--- config.mk ---
export PLATFORM = sky130hd
export DESIGN_NAME = controller_status_report
export DESIGN_NICKNAME = d
export VERILOG_FILES = /design/src/status_report_pkg.sv /design/src/controller_status_report.sv /design/src/status_pin_sync.sv
export SDC_FILE = /design/constraint.sdc
export NUM_CORES = 1
export LEC_CHECK = 0
export ABC_AREA = 1
export BUFFER_PORTS_ARGS = -buffer_cell sky130_fd_sc_hd__buf_2
export CAP_MARGIN = 20
export CORE_ASPECT_RATIO = 1.75
export CORE_MARGIN = 3
export CORE_UTILIZATION = 48
export CTS_BUF_LIST = sky130_fd_sc_hd__clkbuf_2 sky130_fd_sc_hd__clkbuf_4 sky130_fd_sc_hd__clkbuf_8
export DETAILED_ROUTE_END_ITERATION = 8
export GPL_TIMING_DRIVEN = 0
export PLACE_DENSITY = 0.83
export SYNTH_ARGS = -nofsm -noshare
export SYNTH_HDL_FRONTEND = slang
export SYNTH_SLANG_ARGS = --single-unit
--- constraint.sdc ---
create_clock -name I_CORE_CLK -period 2.16 [get_ports I_CORE_CLK]
set_clock_uncertainty 0.2 [all_clocks]
set_input_delay 0.108 -clock I_CORE_CLK [delete_from_list [all_inputs] [get_ports I_CORE_CLK]]
set_output_delay 0.108 -clock I_CORE_CLK [all_outputs]
set_load 0.02 [all_outputs]
--- src/status_report_pkg.sv ---
// Constants shared by the controller status report block.
// Assumes one core clock; byte indices are positions in the outgoing frame.
package status_report_pkg;
    localparam int          BYTE_W              = 8;
    localparam int          FAULT_W             = 4;
    // Byte positions of the status bytes in the outgoing frame
    localparam logic [2:0]  IDX_FIRMWARE        = 3'h0;
    localparam logic [2:0]  IDX_HARDWARE        = 3'h1;
    localparam logic [2:0]  IDX_VARIANT         = 3'h2;
    localparam logic [2:0]  IDX_STATE           = 3'h3;
    localparam logic [2:0]  IDX_WARNINGS        = 3'h4;
    // Field positions
    localparam int          STATE_RUN_BIT       = 0;
    localparam int          STATE_FAULT_LSB     = 4;
    localparam int          WARN_CHECK_BIT      = 1;
    localparam int          WARN_SUPPLY_BIT     = 2;
    // Reset values
    localparam logic [7:0]  STATE_RESET         = 8'h00;
    localparam logic [7:0]  WARN_RESET          = 8'h00;
    // Fault codes
    localparam logic [3:0]  FAULT_NONE          = 4'h0;
    localparam logic [3:0]  FAULT_PAYLOAD_CRC   = 4'h2;
    localparam logic [3:0]  FAULT_SHORT_FRAME   = 4'h3;
    localparam logic [3:0]  FAULT_VARIANT       = 4'h4;
    localparam logic [3:0]  FAULT_HEADER_CRC    = 4'h5;
    localparam logic [3:0]  FAULT_LINK_SPEED    = 4'h6;
    // Pin synchroniser depth
    localparam int          SYNC_STAGES         = 3;
endpackage
--- src/controller_status_report.sv ---
// Status bytes that the device presents to the polling host.
// Assumes a frame checker on the same clock pulses I_FRAME_DONE once per
// received frame; supply and memory-check flags come from pins.
//
// Functional notes
// - Firmware version byte is read-only, full 0..255 range.
// - Hardware version byte: tens digit major, units digit minor.
// - Variant byte holds one ASCII character naming the board variant.
// - State bit 0 set once ready and one good transfer completed.
// - Safe state clears run bit and blocks communication until restart.
// - State bits 4..7 hold fault code; zero none, one unused.
// - Payload CRC failure reports fault code 0010.
// - Header CRC failure reports fault code 0101.
// - Short data block reports fault code 0011.
// - Host variant byte unequal to own variant reports code 0100.
// - Serial clock too fast reports fault code 0110.
// - Warning bit 1 set while retained memory check fails.
// - Warning bit 2 set on low supply; retained memory not enabled.
// - Link uses serial mode 0: clock idles low, leading-edge sampling.
`timescale 1ns/10ps
module controller_status_report
    import status_report_pkg::*;
#(
    parameter logic [7:0] FIRMWARE_VERSION = 8'h01,
    parameter logic [7:0] HARDWARE_VERSION = 8'h0a,
    // Arbitrary value; real boards set their own variant character
    parameter logic [7:0] VARIANT_CHAR     = 8'h58
) (
    input  wire logic       I_CORE_CLK,
    input  wire logic       I_RESETN,
    input  wire logic       I_READY,
    input  wire logic       I_FRAME_DONE,
    input  wire logic       I_HEADER_CRC_BAD,
    input  wire logic       I_PAYLOAD_CRC_BAD,
    input  wire logic       I_FRAME_SHORT,
    input  wire logic       I_LINK_TOO_FAST,
    input  wire logic [7:0] I_VARIANT_EXPECTED,
    input  wire logic       I_SAFE_STATE,
    input  wire logic       I_STORE_CHECK_FAULT,
    input  wire logic       I_STORE_SUPPLY_LOW,
    input  wire logic       I_STORE_ENABLE_REQ,
    input  wire logic [2:0] I_READ_INDEX,
    output logic      [7:0] O_READ_DATA,
    output logic      [7:0] O_FIRMWARE_VERSION,
    output logic      [7:0] O_HARDWARE_VERSION,
    output logic      [7:0] O_BOARD_VARIANT_REPORT,
    output logic      [7:0] O_CONTROLLER_STATE,
    output logic      [7:0] O_CONTROLLER_WARNINGS,
    output logic            O_LINK_ENABLE,
    output logic            O_STORE_ENABLE
);
    import status_report_pkg::*;

    // One-hot control state; only a reset leaves st_safe
    typedef enum logic [2:0] {
        st_idle = 3'h1,
        st_run  = 3'h2,
        st_safe = 3'h4
    } ctrl_state_t;

    ctrl_state_t          ctrl_r, ctrl_nxt;
    logic                 run_nxt, safe_nxt;
    logic [FAULT_W-1:0]   frame_code;
    logic [FAULT_W-1:0]   fault_r, fault_nxt;
    logic [BYTE_W-1:0]    state_r, state_nxt;
    logic [BYTE_W-1:0]    warn_r, warn_nxt;
    logic [BYTE_W-1:0]    rdata_r, rdata_nxt;
    logic                 store_en_r, store_en_nxt;
    logic                 check_lvl, supply_lvl;

    // Memory check and supply monitor are asynchronous to the core clock
    status_pin_sync u_check_sync (
        .i_clk    (I_CORE_CLK),
        .i_resetn (I_RESETN),
        .i_pin    (I_STORE_CHECK_FAULT),
        .o_level  (check_lvl)
    );

    status_pin_sync u_supply_sync (
        .i_clk    (I_CORE_CLK),
        .i_resetn (I_RESETN),
        .i_pin    (I_STORE_SUPPLY_LOW),
        .o_level  (supply_lvl)
    );

    // Header fault outranks payload checks: a bad header makes the rest
    // of the frame meaningless.
    function automatic logic [FAULT_W-1:0] classify(
        input logic       hdr_bad,
        input logic       pay_bad,
        input logic       short_blk,
        input logic       fast,
        input logic [7:0] expected
    );
        logic [FAULT_W-1:0] code;
        code = FAULT_NONE;
        if (fast) begin
            code = FAULT_LINK_SPEED;
        end else if (hdr_bad) begin
            code = FAULT_HEADER_CRC;
        end else if (short_blk) begin
            code = FAULT_SHORT_FRAME;
        end else if (pay_bad) begin
            code = FAULT_PAYLOAD_CRC;
        end else if (expected != VARIANT_CHAR) begin
            code = FAULT_VARIANT;
        end
        return code;
    endfunction

    // Verdict on the frame that the frame checker flags this cycle
    always_comb begin
        frame_code = classify(I_HEADER_CRC_BAD, I_PAYLOAD_CRC_BAD,
                              I_FRAME_SHORT, I_LINK_TOO_FAST,
                              I_VARIANT_EXPECTED);
    end

    always_comb begin
        ctrl_nxt = ctrl_r;
        case (ctrl_r)
            st_idle: begin
                if (I_SAFE_STATE) begin
                    ctrl_nxt = st_safe;
                end else if (I_FRAME_DONE && I_READY &&
                             (frame_code == FAULT_NONE)) begin
                    ctrl_nxt = st_run;
                end
            end
            st_run: begin
                if (I_SAFE_STATE) begin
                    ctrl_nxt = st_safe;
                end else if (!I_READY) begin
                    // Firmware not ready: run flag drops at once
                    ctrl_nxt = st_idle;
                end
            end
            st_safe: begin
                // Sticky so a watchdog trip cannot be talked away
                ctrl_nxt = st_safe;
            end
            default: begin
                ctrl_nxt = st_idle;
            end
        endcase
        run_nxt  = (ctrl_nxt == st_run);
        safe_nxt = (ctrl_nxt == st_safe);
    end

    // Fault code tracks the latest frame; frames after safe are ignored
    always_comb begin
        fault_nxt = fault_r;
        if (I_FRAME_DONE && !safe_nxt) begin
            fault_nxt = frame_code;
        end
    end

    always_ff @(posedge I_CORE_CLK or negedge I_RESETN) begin
        if (!I_RESETN) begin
            ctrl_r  <= st_idle;
            fault_r <= FAULT_NONE;
        end else begin
            ctrl_r  <= ctrl_nxt;
            fault_r <= fault_nxt;
        end
    end

    // Bytes rebuilt from scratch each cycle so spare bits stay zero
    always_comb begin
        state_nxt = STATE_RESET;
        state_nxt[STATE_RUN_BIT] = run_nxt;
        state_nxt[STATE_FAULT_LSB +: FAULT_W] = fault_nxt;
        warn_nxt = WARN_RESET;
        warn_nxt[WARN_CHECK_BIT]  = check_lvl;
        warn_nxt[WARN_SUPPLY_BIT] = supply_lvl;
    end

    always_ff @(posedge I_CORE_CLK or negedge I_RESETN) begin
        if (!I_RESETN) begin
            state_r <= STATE_RESET;
            warn_r  <= WARN_RESET;
        end else begin
            state_r <= state_nxt;
            warn_r  <= warn_nxt;
        end
    end

    // Retained memory held off while supply is low
    always_comb begin
        store_en_nxt = I_STORE_ENABLE_REQ & ~supply_lvl;
    end

    always_ff @(posedge I_CORE_CLK or negedge I_RESETN) begin
        if (!I_RESETN) begin
            store_en_r <= 1'b0;
        end else begin
            store_en_r <= store_en_nxt;
        end
    end

    // Read path costs one cycle; unused indices read zero
    always_comb begin
        case (I_READ_INDEX)
            IDX_FIRMWARE: rdata_nxt = FIRMWARE_VERSION;
            IDX_HARDWARE: rdata_nxt = HARDWARE_VERSION;
            IDX_VARIANT:  rdata_nxt = VARIANT_CHAR;
            IDX_STATE:    rdata_nxt = state_r;
            IDX_WARNINGS: rdata_nxt = warn_r;
            default:      rdata_nxt = 8'h00;
        endcase
    end

    always_ff @(posedge I_CORE_CLK or negedge I_RESETN) begin
        if (!I_RESETN) begin
            rdata_r <= 8'h00;
        end else begin
            rdata_r <= rdata_nxt;
        end
    end

    assign O_READ_DATA            = rdata_r;
    assign O_FIRMWARE_VERSION     = FIRMWARE_VERSION;
    assign O_HARDWARE_VERSION     = HARDWARE_VERSION;
    assign O_BOARD_VARIANT_REPORT = VARIANT_CHAR;
    assign O_CONTROLLER_STATE     = state_r;
    assign O_CONTROLLER_WARNINGS  = warn_r;
    // Mode-0 serial engine sits outside; it stops answering when low
    assign O_LINK_ENABLE          = (ctrl_r != st_safe);
    assign O_STORE_ENABLE         = store_en_r;
endmodule

--- src/status_pin_sync.sv ---
// Three-stage synchroniser for asynchronous level inputs.
// A change counts only when the second and third stages agree.
`timescale 1ns/10ps
module status_pin_sync (
    input  wire logic i_clk,
    input  wire logic i_resetn,
    input  wire logic i_pin,
    output logic      o_level
);
    logic s1_r, s2_r, s3_r, lvl_r;
    logic lvl_nxt;

    always_comb begin
        lvl_nxt = lvl_r;
        if (s2_r == s3_r) begin
            lvl_nxt = s3_r;
        end
    end

    always_ff @(posedge i_clk or negedge i_resetn) begin
        if (!i_resetn) begin
            s1_r  <= 1'b0;
            s2_r  <= 1'b0;
            s3_r  <= 1'b0;
            lvl_r <= 1'b0;
        end else begin
            s1_r  <= i_pin;
            s2_r  <= s1_r;
            s3_r  <= s2_r;
            lvl_r <= lvl_nxt;
        end
    end

    assign o_level = lvl_r;
endmodule

==> results.toml, run 1 <==
[outcome]
outcome = "complete, no violations"

[timing]
fin_tns_setup_ps = 0
finalSetupViolCount = 0
drv_slew = 0
min_period_over_period_pct = 88.92
hold_viol_final = 0
max_freq_mhz = 520.7
worstMarginPinSlew_ps = 531.5
finalCriticalPeriod_ps = 1921
slew_headroom_pct = 64.56
rsz0062_at_grt = "false"

[power_and_ir_drop]
cellLeakagePower_uw = 0.001099
power.total_uw = 1482
ir_worst_vdd_mv = 0.4101
p_per_area_mw_per_mm2 = 798.8

[layout]
final_cells = 258
syn_to_final_growth_pct = 45.25
design_area_mm2 = 0.001856
fin_nets = 256
final_layout_size_suffix_gt1_share_pct = 37.50
antenna_cells = 0

[logic_synthesis]
syn_avg_cell_area_um2 = 9.060
synth_area_mm2 = 0.001277
synthCells = 141
yosys_warnings = 0
yosys_register_bits = 26
synthDistinctLibCells = 19
ys_seq_area_share_pct = 51.03

[place]
io_buffers = 38
dp_hpwl_um = 1816
gp_congestion = 0.7508
place_area_mm2 = 0.001624
placed_cells = 238

[die]
rows = 24
coreArea_mm2 = 0.002522
io_pins = 73
dieArea_mm2 = 0.003341
die-width_um = 45.00
start_util_pct = 50.64
die_h_um = 74.25

[critical_path]
max_stage_delay_ps = 560
worstPathArrival_ps = 1870
cpLargestDelayFamily = "buffers and inverters"
crit_fanout = 5
crit_chain = "inv_2, nand3_2, nand3_2, nand2_2, nand2_4, nand2_1, o21ai_1, dlygate4sd3_1"
crit_path_start_kind = "flop"
cp.required_ps = 2110
worstSetupPathType = "reg -> reg"
path_buf_inv = 2
cpMostUsedCell = "nand3_2"
crit_slowest_cell = "dlygate4sd3_1"
critPathCaptureType = "flop"

[global_routing]
grt_usage_pct = 15.67
grt_util_met2_pct = 28.55
met3_usage_pct = 3.632
gr-usage-met1_pct = 15.44
busiest_layer = "met2"
grt_pass1_vias = 912
grt_max_degree = 27
antenna_found_initial = 0
grt_pass1_wl_um = 3815
overflow = 0

[route]
drt-total-wl_um = 2359
vias_per_cell = 4.035
drc = 0
dr_total_vias = 1041
drtAntennaViolNets = 0
wl_per_cell_um = 9.143
drtIter0Drc = 8
first_pass_iters = 4

[clock_tree]
clk_latency_ps = 260
cts.clk_slew.worst_paths_ps = 80
cts_tree = "yes"
cts_max_path_buffers = 2
post-cts-setup-buffers = 0
cts_buffers = 3
cts.sinks = 26
cts_max_level = 1
cts-root-buf = "clkbuf_8"

[min_path]
hold_class = "in -> reg"

[flow_run]
drv_cap = 0
final timing paths:
| kind | start | endpoint | slack [ps] | cells past startpoint |
|---|---|---|---|---|
| worst min register to register | u_check_sync.s1_r$_DFF_PN0_ | u_check_sync.s2_r$_DFF_PN0_ | 150 | 0 |
| min in group asynchronous | I_RESETN | O_CONTROLLER_STATE[0]$_DFF_PN0_ | 150 | 2 |
| max in group asynchronous | I_RESETN | ctrl_r[0]$_DFF_PN1_ | 1250 | 2 |
| worst max-delay path | ctrl_r[0]$_DFF_PN1_ | fault_r[0]$_DFFE_PN0P_ | 240 | 8 |
| worst max register to register | ctrl_r[0]$_DFF_PN1_ | fault_r[0]$_DFFE_PN0P_ | 240 | 8 |
| worst min-delay path | I_PAYLOAD_CRC_BAD | fault_r[2]$_DFFE_PN0P_ | 20 | 6 |
flip-flops by register name, summed over array words and instances, names as in the netlist:
signal                 count
u_check_sync.s1_r          1
u_supply_sync.o_level      1
fault_r                    3
O_CONTROLLER_WARNINGS      2
u_check_sync.o_level       1
u_check_sync.s2_r          1
O_CONTROLLER_STATE         1
u_supply_sync.s1_r         1
O_STORE_ENABLE             1
u_check_sync.s3_r          1
O_READ_DATA                8
u_supply_sync.s2_r         1
u_supply_sync.s3_r         1
ctrl_r                     3
tightest hold or removal path: cells and delay by family:
| kind | cells | cell delay [ps] |
|---|---|---|
| buffers and inverters | 1 | 80 |
| and+or+nand+nor | 5 | 260 |
logic make-up after synthesis:
family          Yosys count  share of synthesized area (%)
compound gates            8                          3.329
fa+ha+maj                 2                          1.567
buf+inv                  52                          25.27
flops                    26                          51.03
simple gates             51                          18.22
other cells               2                         0.5879
cell usage after synthesis:
cell	count	area, µm²
o21ai_1	3	15.01
o21ai_0	1	5.000
inv_2	4	15.01
nand2_2	1	6.260
nand3_2	4	40.04
dfrtp_1	25	625.6
buf_4	34	255.2
dfstp_2	1	26.28
nand4_1	1	6.260
maj3_1	2	20.02
inv_1	13	48.80
o31ai_1	1	7.510
nand3_1	3	15.01
conb_1	2	7.510
clkinv_1	1	3.750
nand2_1	25	93.84
nor2_1	16	60.06
nand2_4	1	11.26
a21oi_1	3	15.01
per-stage QoR:
stage / util [%] / hold WS [ps] / setup WS, ps
6_report: 73.56 / 20.87 / 239.4
5_1_grt: 73.56 / 71.31 / 150.2
4_1_cts: 73.56 / 21.69 / 239.8
3_5_place_dp: 64.38 / -77.46 / 798.5
3_3_place_gp: 64.38 / -84.58 / 823.7
2_1_floorplan: - / -387.6 / 781.6
final cells by class:
type                       count  area (µm²)
fill                         193       666.9
sequential                    26       651.9
multi-input combinational     96       426.7
timing repair buffer          54       350.3
buffer                        34       255.2
inverter                      18       67.56
clock buffer                   3       41.29
tap                           26       32.53
clock inverter                 1       30.03
routing by layer:
| metal | vias to the layer above | part of all wire (%) | wire [µm] |
|---|---|---|---|
| met4 | 0 | 2.0 | 47 |
| met3 | 4 | 12 | 278 |
| li1 | 536 | - | - |
| met5 | - | 0 | 0 |
| met2 | 56 | 52 | 1231 |
| met1 | 445 | 34 | 802 |
layout by cell type (no fill, tap or decap):
master | netlist | routed
inv_1 | 13 | 13
buf_4 | 34 | 34
clkbuf_8 | 0 | 3
nor2_1 | 16 | 16
conb_1 | 2 | 35
clkinv_1 | 1 | 1
nand3_1 | 3 | 3
a21oi_1 | 3 | 3
nand2_2 | 1 | 1
o21ai_0 | 1 | 1
nand4_1 | 1 | 1
buf_2 | 0 | 38
dfstp_2 | 1 | 1
nand3_2 | 4 | 4
dfrtp_1 | 25 | 25
o21ai_1 | 3 | 3
nand2_4 | 1 | 1
bufinv_16 | 0 | 1
dlygate4sd3_1 | 0 | 16
inv_2 | 4 | 4
o31ai_1 | 1 | 1
maj3_1 | 2 | 2
nand2_1 | 25 | 25
timing repair:
action / 4_1_cts / 5_1_grt
endpoints found under the setup margin: 0 / 0
endpoints found under the hold margin: 42 / 0
hold buffers: 16 / 0
resized for setup: 0 / 0
power breakdown:
group / leakage [µW] / total [µW] / internal (µW) / switching (µW)
Combinational: 0.000742 / 483 / 202 / 282
Sequential: 0.000322 / 608 / 563 / 45.1
Clock: 0.0000357 / 391 / 248 / 143
Total: 0.00110 / 1480 / 1010 / 470
Note: power is estimated with default switching activity, not from simulation.
==> run 2, diff against run 1 <==
--- a/config.mk
+++ b/config.mk
@@ -5,7 +5,6 @@
 export SDC_FILE = /design/constraint.sdc
 export NUM_CORES = 1
 export LEC_CHECK = 0
-export ABC_AREA = 1
 export BUFFER_PORTS_ARGS = -buffer_cell sky130_fd_sc_hd__buf_2
 export CAP_MARGIN = 20
 export CORE_ASPECT_RATIO = 1.75
@@ -14,7 +13,7 @@
 export CTS_BUF_LIST = sky130_fd_sc_hd__clkbuf_2 sky130_fd_sc_hd__clkbuf_4 sky130_fd_sc_hd__clkbuf_8
 export DETAILED_ROUTE_END_ITERATION = 8
 export GPL_TIMING_DRIVEN = 0
-export PLACE_DENSITY = 0.83
+export PLACE_DENSITY = 0.84
 export SYNTH_ARGS = -nofsm -noshare
 export SYNTH_HDL_FRONTEND = slang
 export SYNTH_SLANG_ARGS = --single-unit
==> run 2 against run 1 <==
Synthesized area fell by 3.2%; synthesized cell count down 20%; register-to-register slack lost 70 ps; flip-flop and latch count is the same; fmax down 3.4%; combinational power down 14%; first-iteration DRC count up 75%; non-clock buffer count fell by 2; largest cell class unchanged; sequential power decreased by 0.7%; utilization is 2.2 points higher; worst hold slack improved by 8.0 ps; highest routed layer unchanged; critical path type unchanged; global-route usage up 0.14 points.
==> results.toml, run 2 <==
[logic_synthesis]
synthDistinctLibCells = 29
ys_seq_area_share_pct = 52.73
synth_most_common_cell = "buf_4"
synth_top_cell_by_area = "dfrtp_1"
yosys_warnings = 0
synth.top_cells.by_count = "buf_4 (34), dfrtp_1 (25), a21oi_1 (7)"
synth_area_mm2 = 0.001236
yosys_register_bits = 26
synth-edff-count = 0
synthCells = 113
synth_top_area_share_pct = 50.61
synth.area.top_cells = "dfrtp_1 (51%), buf_4 (21%), a21oi_1 (2.8%)"
syn_avg_cell_area_um2 = 10.94
async_reset_ff_share_pct = 100.0
synth_top_flop_cell = "dfrtp_1"

[layout]
layout_commonest_cell = "buf_2"
design_area_mm2 = 0.001788
final_layout_size_suffix_gt1_share_pct = 40.80
fin_nets = 225
largest_reg_flops = 8
fill_cells = 165
syn_to_final_growth_pct = 44.64
antenna_cells = 0
layout_common_cells = "buf_2 (37), conb_1 (35), buf_4 (34), dfrtp_1 (25), dlygate4sd3_1 (14)"

[place]
place_area_mm2 = 0.001577
io_buffers = 37
dp_hpwl_um = 1845
dp_slack_ps = 568.7
gp_congestion = 0.7446

[critical_path]
cpLargestDelayFamily = "flip-flops"
cp.required_ps = 2160
crit_fanout = 4
reg2reg_from = "ctrl_r[0]$_DFF_PN1_"
rrSetupSlack_ps = 170
crit_chain = "xor2_1, a21oi_2, nand2_2, mux2i_1, dlygate4sd3_1"
r2r_end = "fault_r[0]$_DFFE_PN0P_"
worstPathArrival_ps = 1990
worstSetupPathType = "reg -> reg"
crit_path_start_kind = "flop"
critPathCaptureType = "flop"
path_buf_inv = 1
rr_worst_depth = 5
crit_slowest_cell = "dfstp_2"
max_stage_delay_ps = 570

[die]
coreArea_mm2 = 0.002360
die_h_um = 73.14
die-width_um = 44.36
start_util_pct = 52.39
rows = 23
dieArea_mm2 = 0.003244
io_pins = 73

[route]
first_pass_iters = 4
drtAntennaViolNets = 0
dr_total_vias = 953
drc = 0
wl_per_cell_um = 10.68
drtIter0Drc = 14
vias_per_cell = 4.217
drt-total-wl_um = 2413

[power_and_ir_drop]
cellLeakagePower_uw = 0.001002
ir_worst_vdd_mv = 0.4974
p_per_area_mw_per_mm2 = 786.4

[clock_tree]
cts_max_path_buffers = 2
cts_buffers = 3
cts.sinks = 26
clk_latency_ps = 260
cts.clk_slew.worst_paths_ps = 80
cts_tree = "yes"
cts_max_level = 1
post-cts-setup-buffers = 0
cts-root-buf = "clkbuf_8"
cts_resized = 0

[global_routing]
grt_usage_pct = 15.81
antenna_found_initial = 0
overflow = 0
grt_max_degree = 27
grt_pass1_wl_um = 3877
grt_pass1_vias = 926

[outcome]
outcome = "complete, no violations"

[timing]
min_period_over_period_pct = 92.08
layout_setup_ws_ps = 171.0
finalSetupViolCount = 0
slew_headroom_pct = 62.86
rsz0062_at_grt = "false"
hold_viol_final = 0
fin_tns_setup_ps = 0
worstMarginPinSlew_ps = 557.1
max_freq_mhz = 502.8
drv_slew = 0
finalCriticalPeriod_ps = 1989

[min_path]
whs_path_depth = 4
min_to = "O_CONTROLLER_STATE[0]$_DFF_PN0_"
worstHoldStart = "I_HEADER_CRC_BAD"
hold_class = "in -> reg"

[flow_run]
drv_cap = 0
[run 2: where the power goes]
part	switching (µW)	internal [µW]	leakage, µW
logic	232	183	0.000648
registers	44.0	560	0.000318
clock network	140	247	0.0000357
total	416	990	0.00100
[run 2: repair_timing]
action / CTS / global route
hold buffers: 14 / 0
endpoints found under the setup margin: 0 / 0
hold endpoints to repair: 39 / 0
[run 2: final cells by class]
cell class	count	area [µm²]	share of cell area (%)
timing repair buffer	51	325.3	18.19
multi-input combinational	81	434.2	24.28
inverter	4	15.01	0.8398
sequential	26	651.9	36.46
tap	25	31.28	1.749
clock inverter	1	30.03	1.680
clock buffer	3	41.29	2.309
buffer	35	259.0	14.49
[run 2: per-stage QoR]
step	hold slack (ps)	std cells	util, %	total power [µW]
2_1_floorplan	-387.6	146	-	888.0
3_3_place_gp	-86.22	208	66.81	977.2
3_5_place_dp	-68.09	208	66.81	995.2
4_1_cts	20.80	226	75.77	1417
5_1_grt	79.40	226	75.77	1478
6_report	28.86	226	75.77	1406
[run 2: routing by layer]
metal / up-vias / track usage, % / routed length (µm)
met2: 44 / 31.66 / 1402
met5: - / 0 / 0
met3: 2 / 1.975 / 201
met4: 0 / 4.027 / 14
li1: 469 / - / -
met1: 438 / 16.16 / 795
[run 2: cells by family (layout without fill, tap and decap cells)]
kind of cell               after synthesis  count (layout)  share of synthesized area [%]
AOI/OAI and AO/OA                       12              12                          5.971
xor gates and xnor gates                 2               2                          1.417
adders and majority gates                2               2                          1.619
buffers and inverters                   39              94                          22.16
DFF                                     26              26                          52.73
muxes                                    3               3                          2.935
other                                    2              35                         0.6075
and+or+nand+nor                         27              27                          12.55
[run 2: worst max-delay path by stage]
stage | from | to | slack, ps | cells after the start
6_report | ctrl_r[0]$_DFF_PN1_ | fault_r[0]$_DFFE_PN0P_ | 170 | 5
5_1_grt | ctrl_r[0]$_DFF_PN1_ | fault_r[0]$_DFFE_PN0P_ | 70 | 5
4_1_cts | ctrl_r[0]$_DFF_PN1_ | fault_r[0]$_DFFE_PN0P_ | 150 | 5
3_5_place_dp | ctrl_r[0]$_DFF_PN1_ | fault_r[1]$_DFFE_PN0P_ | 570 | 4
3_3_place_gp | ctrl_r[0]$_DFF_PN1_ | fault_r[1]$_DFFE_PN0P_ | 610 | 4
2_1_floorplan | ctrl_r[0]$_DFF_PN1_ | fault_r[1]$_DFFE_PN0P_ | 640 | 4
[run 2: worst register-to-register path, delay by kind of cell, from the launching register on]
| kind | cells | cell delay, ps |
|---|---|---|
| AND/OR/NAND/NOR | 1 | 110 |
| AO/OA/AOI/OAI | 1 | 110 |
| multiplexers | 1 | 180 |
| XOR/XNOR | 1 | 210 |
| flip-flops | 1 | 570 |
| buffers and inverters | 1 | 560 |
==> run 3, diff against run 2 <==
--- a/config.mk
+++ b/config.mk
@@ -7,7 +7,7 @@
 export LEC_CHECK = 0
 export BUFFER_PORTS_ARGS = -buffer_cell sky130_fd_sc_hd__buf_2
 export CAP_MARGIN = 20
-export CORE_ASPECT_RATIO = 1.75
+export CORE_ASPECT_RATIO = 0.75
 export CORE_MARGIN = 3
 export CORE_UTILIZATION = 48
 export CTS_BUF_LIST = sky130_fd_sc_hd__clkbuf_2 sky130_fd_sc_hd__clkbuf_4 sky130_fd_sc_hd__clkbuf_8
==> run 3 against run 2 <==
Wire length increased by 7.1%; largest cell class unchanged; highest routed layer unchanged; clock-buffer cell count unchanged; flip-flop and latch count is the same; register-to-register slack got worse by 40 ps.
==> results.toml, run 3 (synthesis results as in run 2) <==
[outcome]
outcome = "complete, no violations"

[power_and_ir_drop]
p_per_area_mw_per_mm2 = 751.8
ir_worst_vdd_mv = 0.4430
cellLeakagePower_uw = 0.001005

[place]
placed_cells = 217
dp_hpwl_um = 1816
io_buffers = 37
gp_congestion = 0.7247

[global_routing]
grt_pass1_vias = 981
grt_pass1_wl_um = 4029
overflow = 0
antenna_found_initial = 0
grt_max_degree = 27
grt_usage_pct = 16.61

[layout]
seq_area_um2 = 651.9
final_layout_size_suffix_gt1_share_pct = 40.39
fin_nets = 227
syn_to_final_growth_pct = 45.65
largest_reg_flops = 8
fill_cells = 170
multi_input_area_um2 = 434.2
layout_commonest_cell = "buf_2"
layout_common_cells = "buf_2 (37), conb_1 (35), buf_4 (34), dfrtp_1 (25), dlygate4sd3_1 (16)"
antenna_cells = 0
final_cells = 237

[clock_tree]
cts_tree = "yes"
cts_max_path_buffers = 2
cts.clk_slew.worst_paths_ps = 140
cts_max_level = 1
cts.sinks = 26
cts_resized = 0
cts_buffers = 3
clk_latency_ps = 300
cts-root-buf = "clkbuf_4"

[die]
die-width_um = 64.60
coreArea_mm2 = 0.002365
start_util_pct = 52.28
dieArea_mm2 = 0.003227
die_h_um = 49.95
rows = 15
io_pins = 73

[route]
first_pass_iters = 4
wl_per_cell_um = 10.90
vias_per_cell = 4.072
drc = 0
dr_total_vias = 965
drtIter0Drc = 47
drt-total-wl_um = 2584
drtAntennaViolNets = 0

[critical_path]
max_stage_delay_ps = 580
crit_fanout = 4
crit_chain = "xor2_1, a21oi_2, nand2_2, mux2i_1, dlygate4sd3_1"
cp.required_ps = 2230
crit_path_start_kind = "flop"
worstPathArrival_ps = 2100
rrSetupSlack_ps = 130
critPathCaptureType = "flop"
worstSetupPathType = "reg -> reg"
crit_slowest_cell = "dfstp_2"

[timing]
hold_viol_final = 0
finalSetupViolCount = 0
min_period_over_period_pct = 93.87
slew_headroom_pct = 63.80
worstMarginPinSlew_ps = 543.0
drv_slew = 0
finalCriticalPeriod_ps = 2028
max_freq_mhz = 493.2
fin_tns_setup_ps = 0
rsz0062_at_grt = "false"

[flow_run]
drv_cap = 0

[min_path]
hold_class = "in -> reg"
[run 3: cell count changes in the layout (fill, tap and decap cells not counted), sizes merged]
cell         change
dlygate4sd3      +2
[run 3: cell type report]
| type | instances | share of cell area, % |
|---|---|---|
| clock inverters | 1 | 1.668 |
| repair buffers | 53 | 19.18 |
| multi-input cells | 81 | 24.11 |
| flip-flops and latches | 26 | 36.21 |
| inverters | 4 | 0.8339 |
| well taps | 34 | 2.363 |
| plain buffers | 35 | 14.38 |
| clock buffers | 3 | 1.251 |
[run 3: critical path: cells and delay by family, from the launching register on]
family | cells | cell delay, ps
DFF | 1 | 580
buffers and inverters | 1 | 560
muxes | 1 | 220
xor gates and xnor gates | 1 | 190
and+or+nand+nor | 1 | 130
AOI/OAI and AO/OA | 1 | 110
[run 3: where the power goes]
group	switching [µW]	internal, µW	total (µW)	leakage, µW
sequential	45.6	559	605	0.000318
clock	134	188	322	0.0000279
combinational	241	185	427	0.000659
total	421	933	1350	0.00100
[run 3: path summary, 6_finish.rpt]
| path | from | to | cells past startpoint |
|---|---|---|---|
| setup reg to reg | ctrl_r[0]$_DFF_PN1_ | fault_r[0]$_DFFE_PN0P_ | 5 |
| setup / recovery | ctrl_r[0]$_DFF_PN1_ | fault_r[0]$_DFFE_PN0P_ | 5 |
| min in group asynchronous | I_RESETN | O_READ_DATA[1]$_DFF_PN0_ | 2 |
| hold reg to reg | u_check_sync.s1_r$_DFF_PN0_ | u_check_sync.s2_r$_DFF_PN0_ | 0 |
| hold / removal | I_FRAME_SHORT | fault_r[1]$_DFFE_PN0P_ | 4 |
| max in group asynchronous | I_RESETN | ctrl_r[0]$_DFF_PN1_ | 2 |
[run 3: per-stage QoR]
step                      setup slack, ps  power [µW]  hold slack (ps)  area (µm²)  utilization (%)
after global routing                41.78        1427            42.11        1800            76.14
after global placement              591.0       981.3           -84.83        1588            67.14
after floorplan                     643.4       888.0           -387.6        1360                -
after CTS                           173.3        1352           0.1864        1800            76.14
after detailed placement            579.7       995.9           -83.25        1588            67.14
final                               132.3        1354            5.956        1800            76.14
[run 3: per-layer routing]
| layer | share of wire, % | up-vias | GRT usage [%] |
|---|---|---|---|
| li1 | - | 478 | - |
| met1 | 34 | 428 | 14.20 |
| met2 | 53 | 51 | 33.05 |
| met3 | 9.7 | 8 | 7.062 |
| met4 | 3.3 | 0 | 6.667 |
| met5 | 0 | - | 0 |
[run 3: repair_timing]
action,in CTS,in global routing
buffers inserted,0,0
endpoints found under the hold margin,41,0
hold buffers,16,0
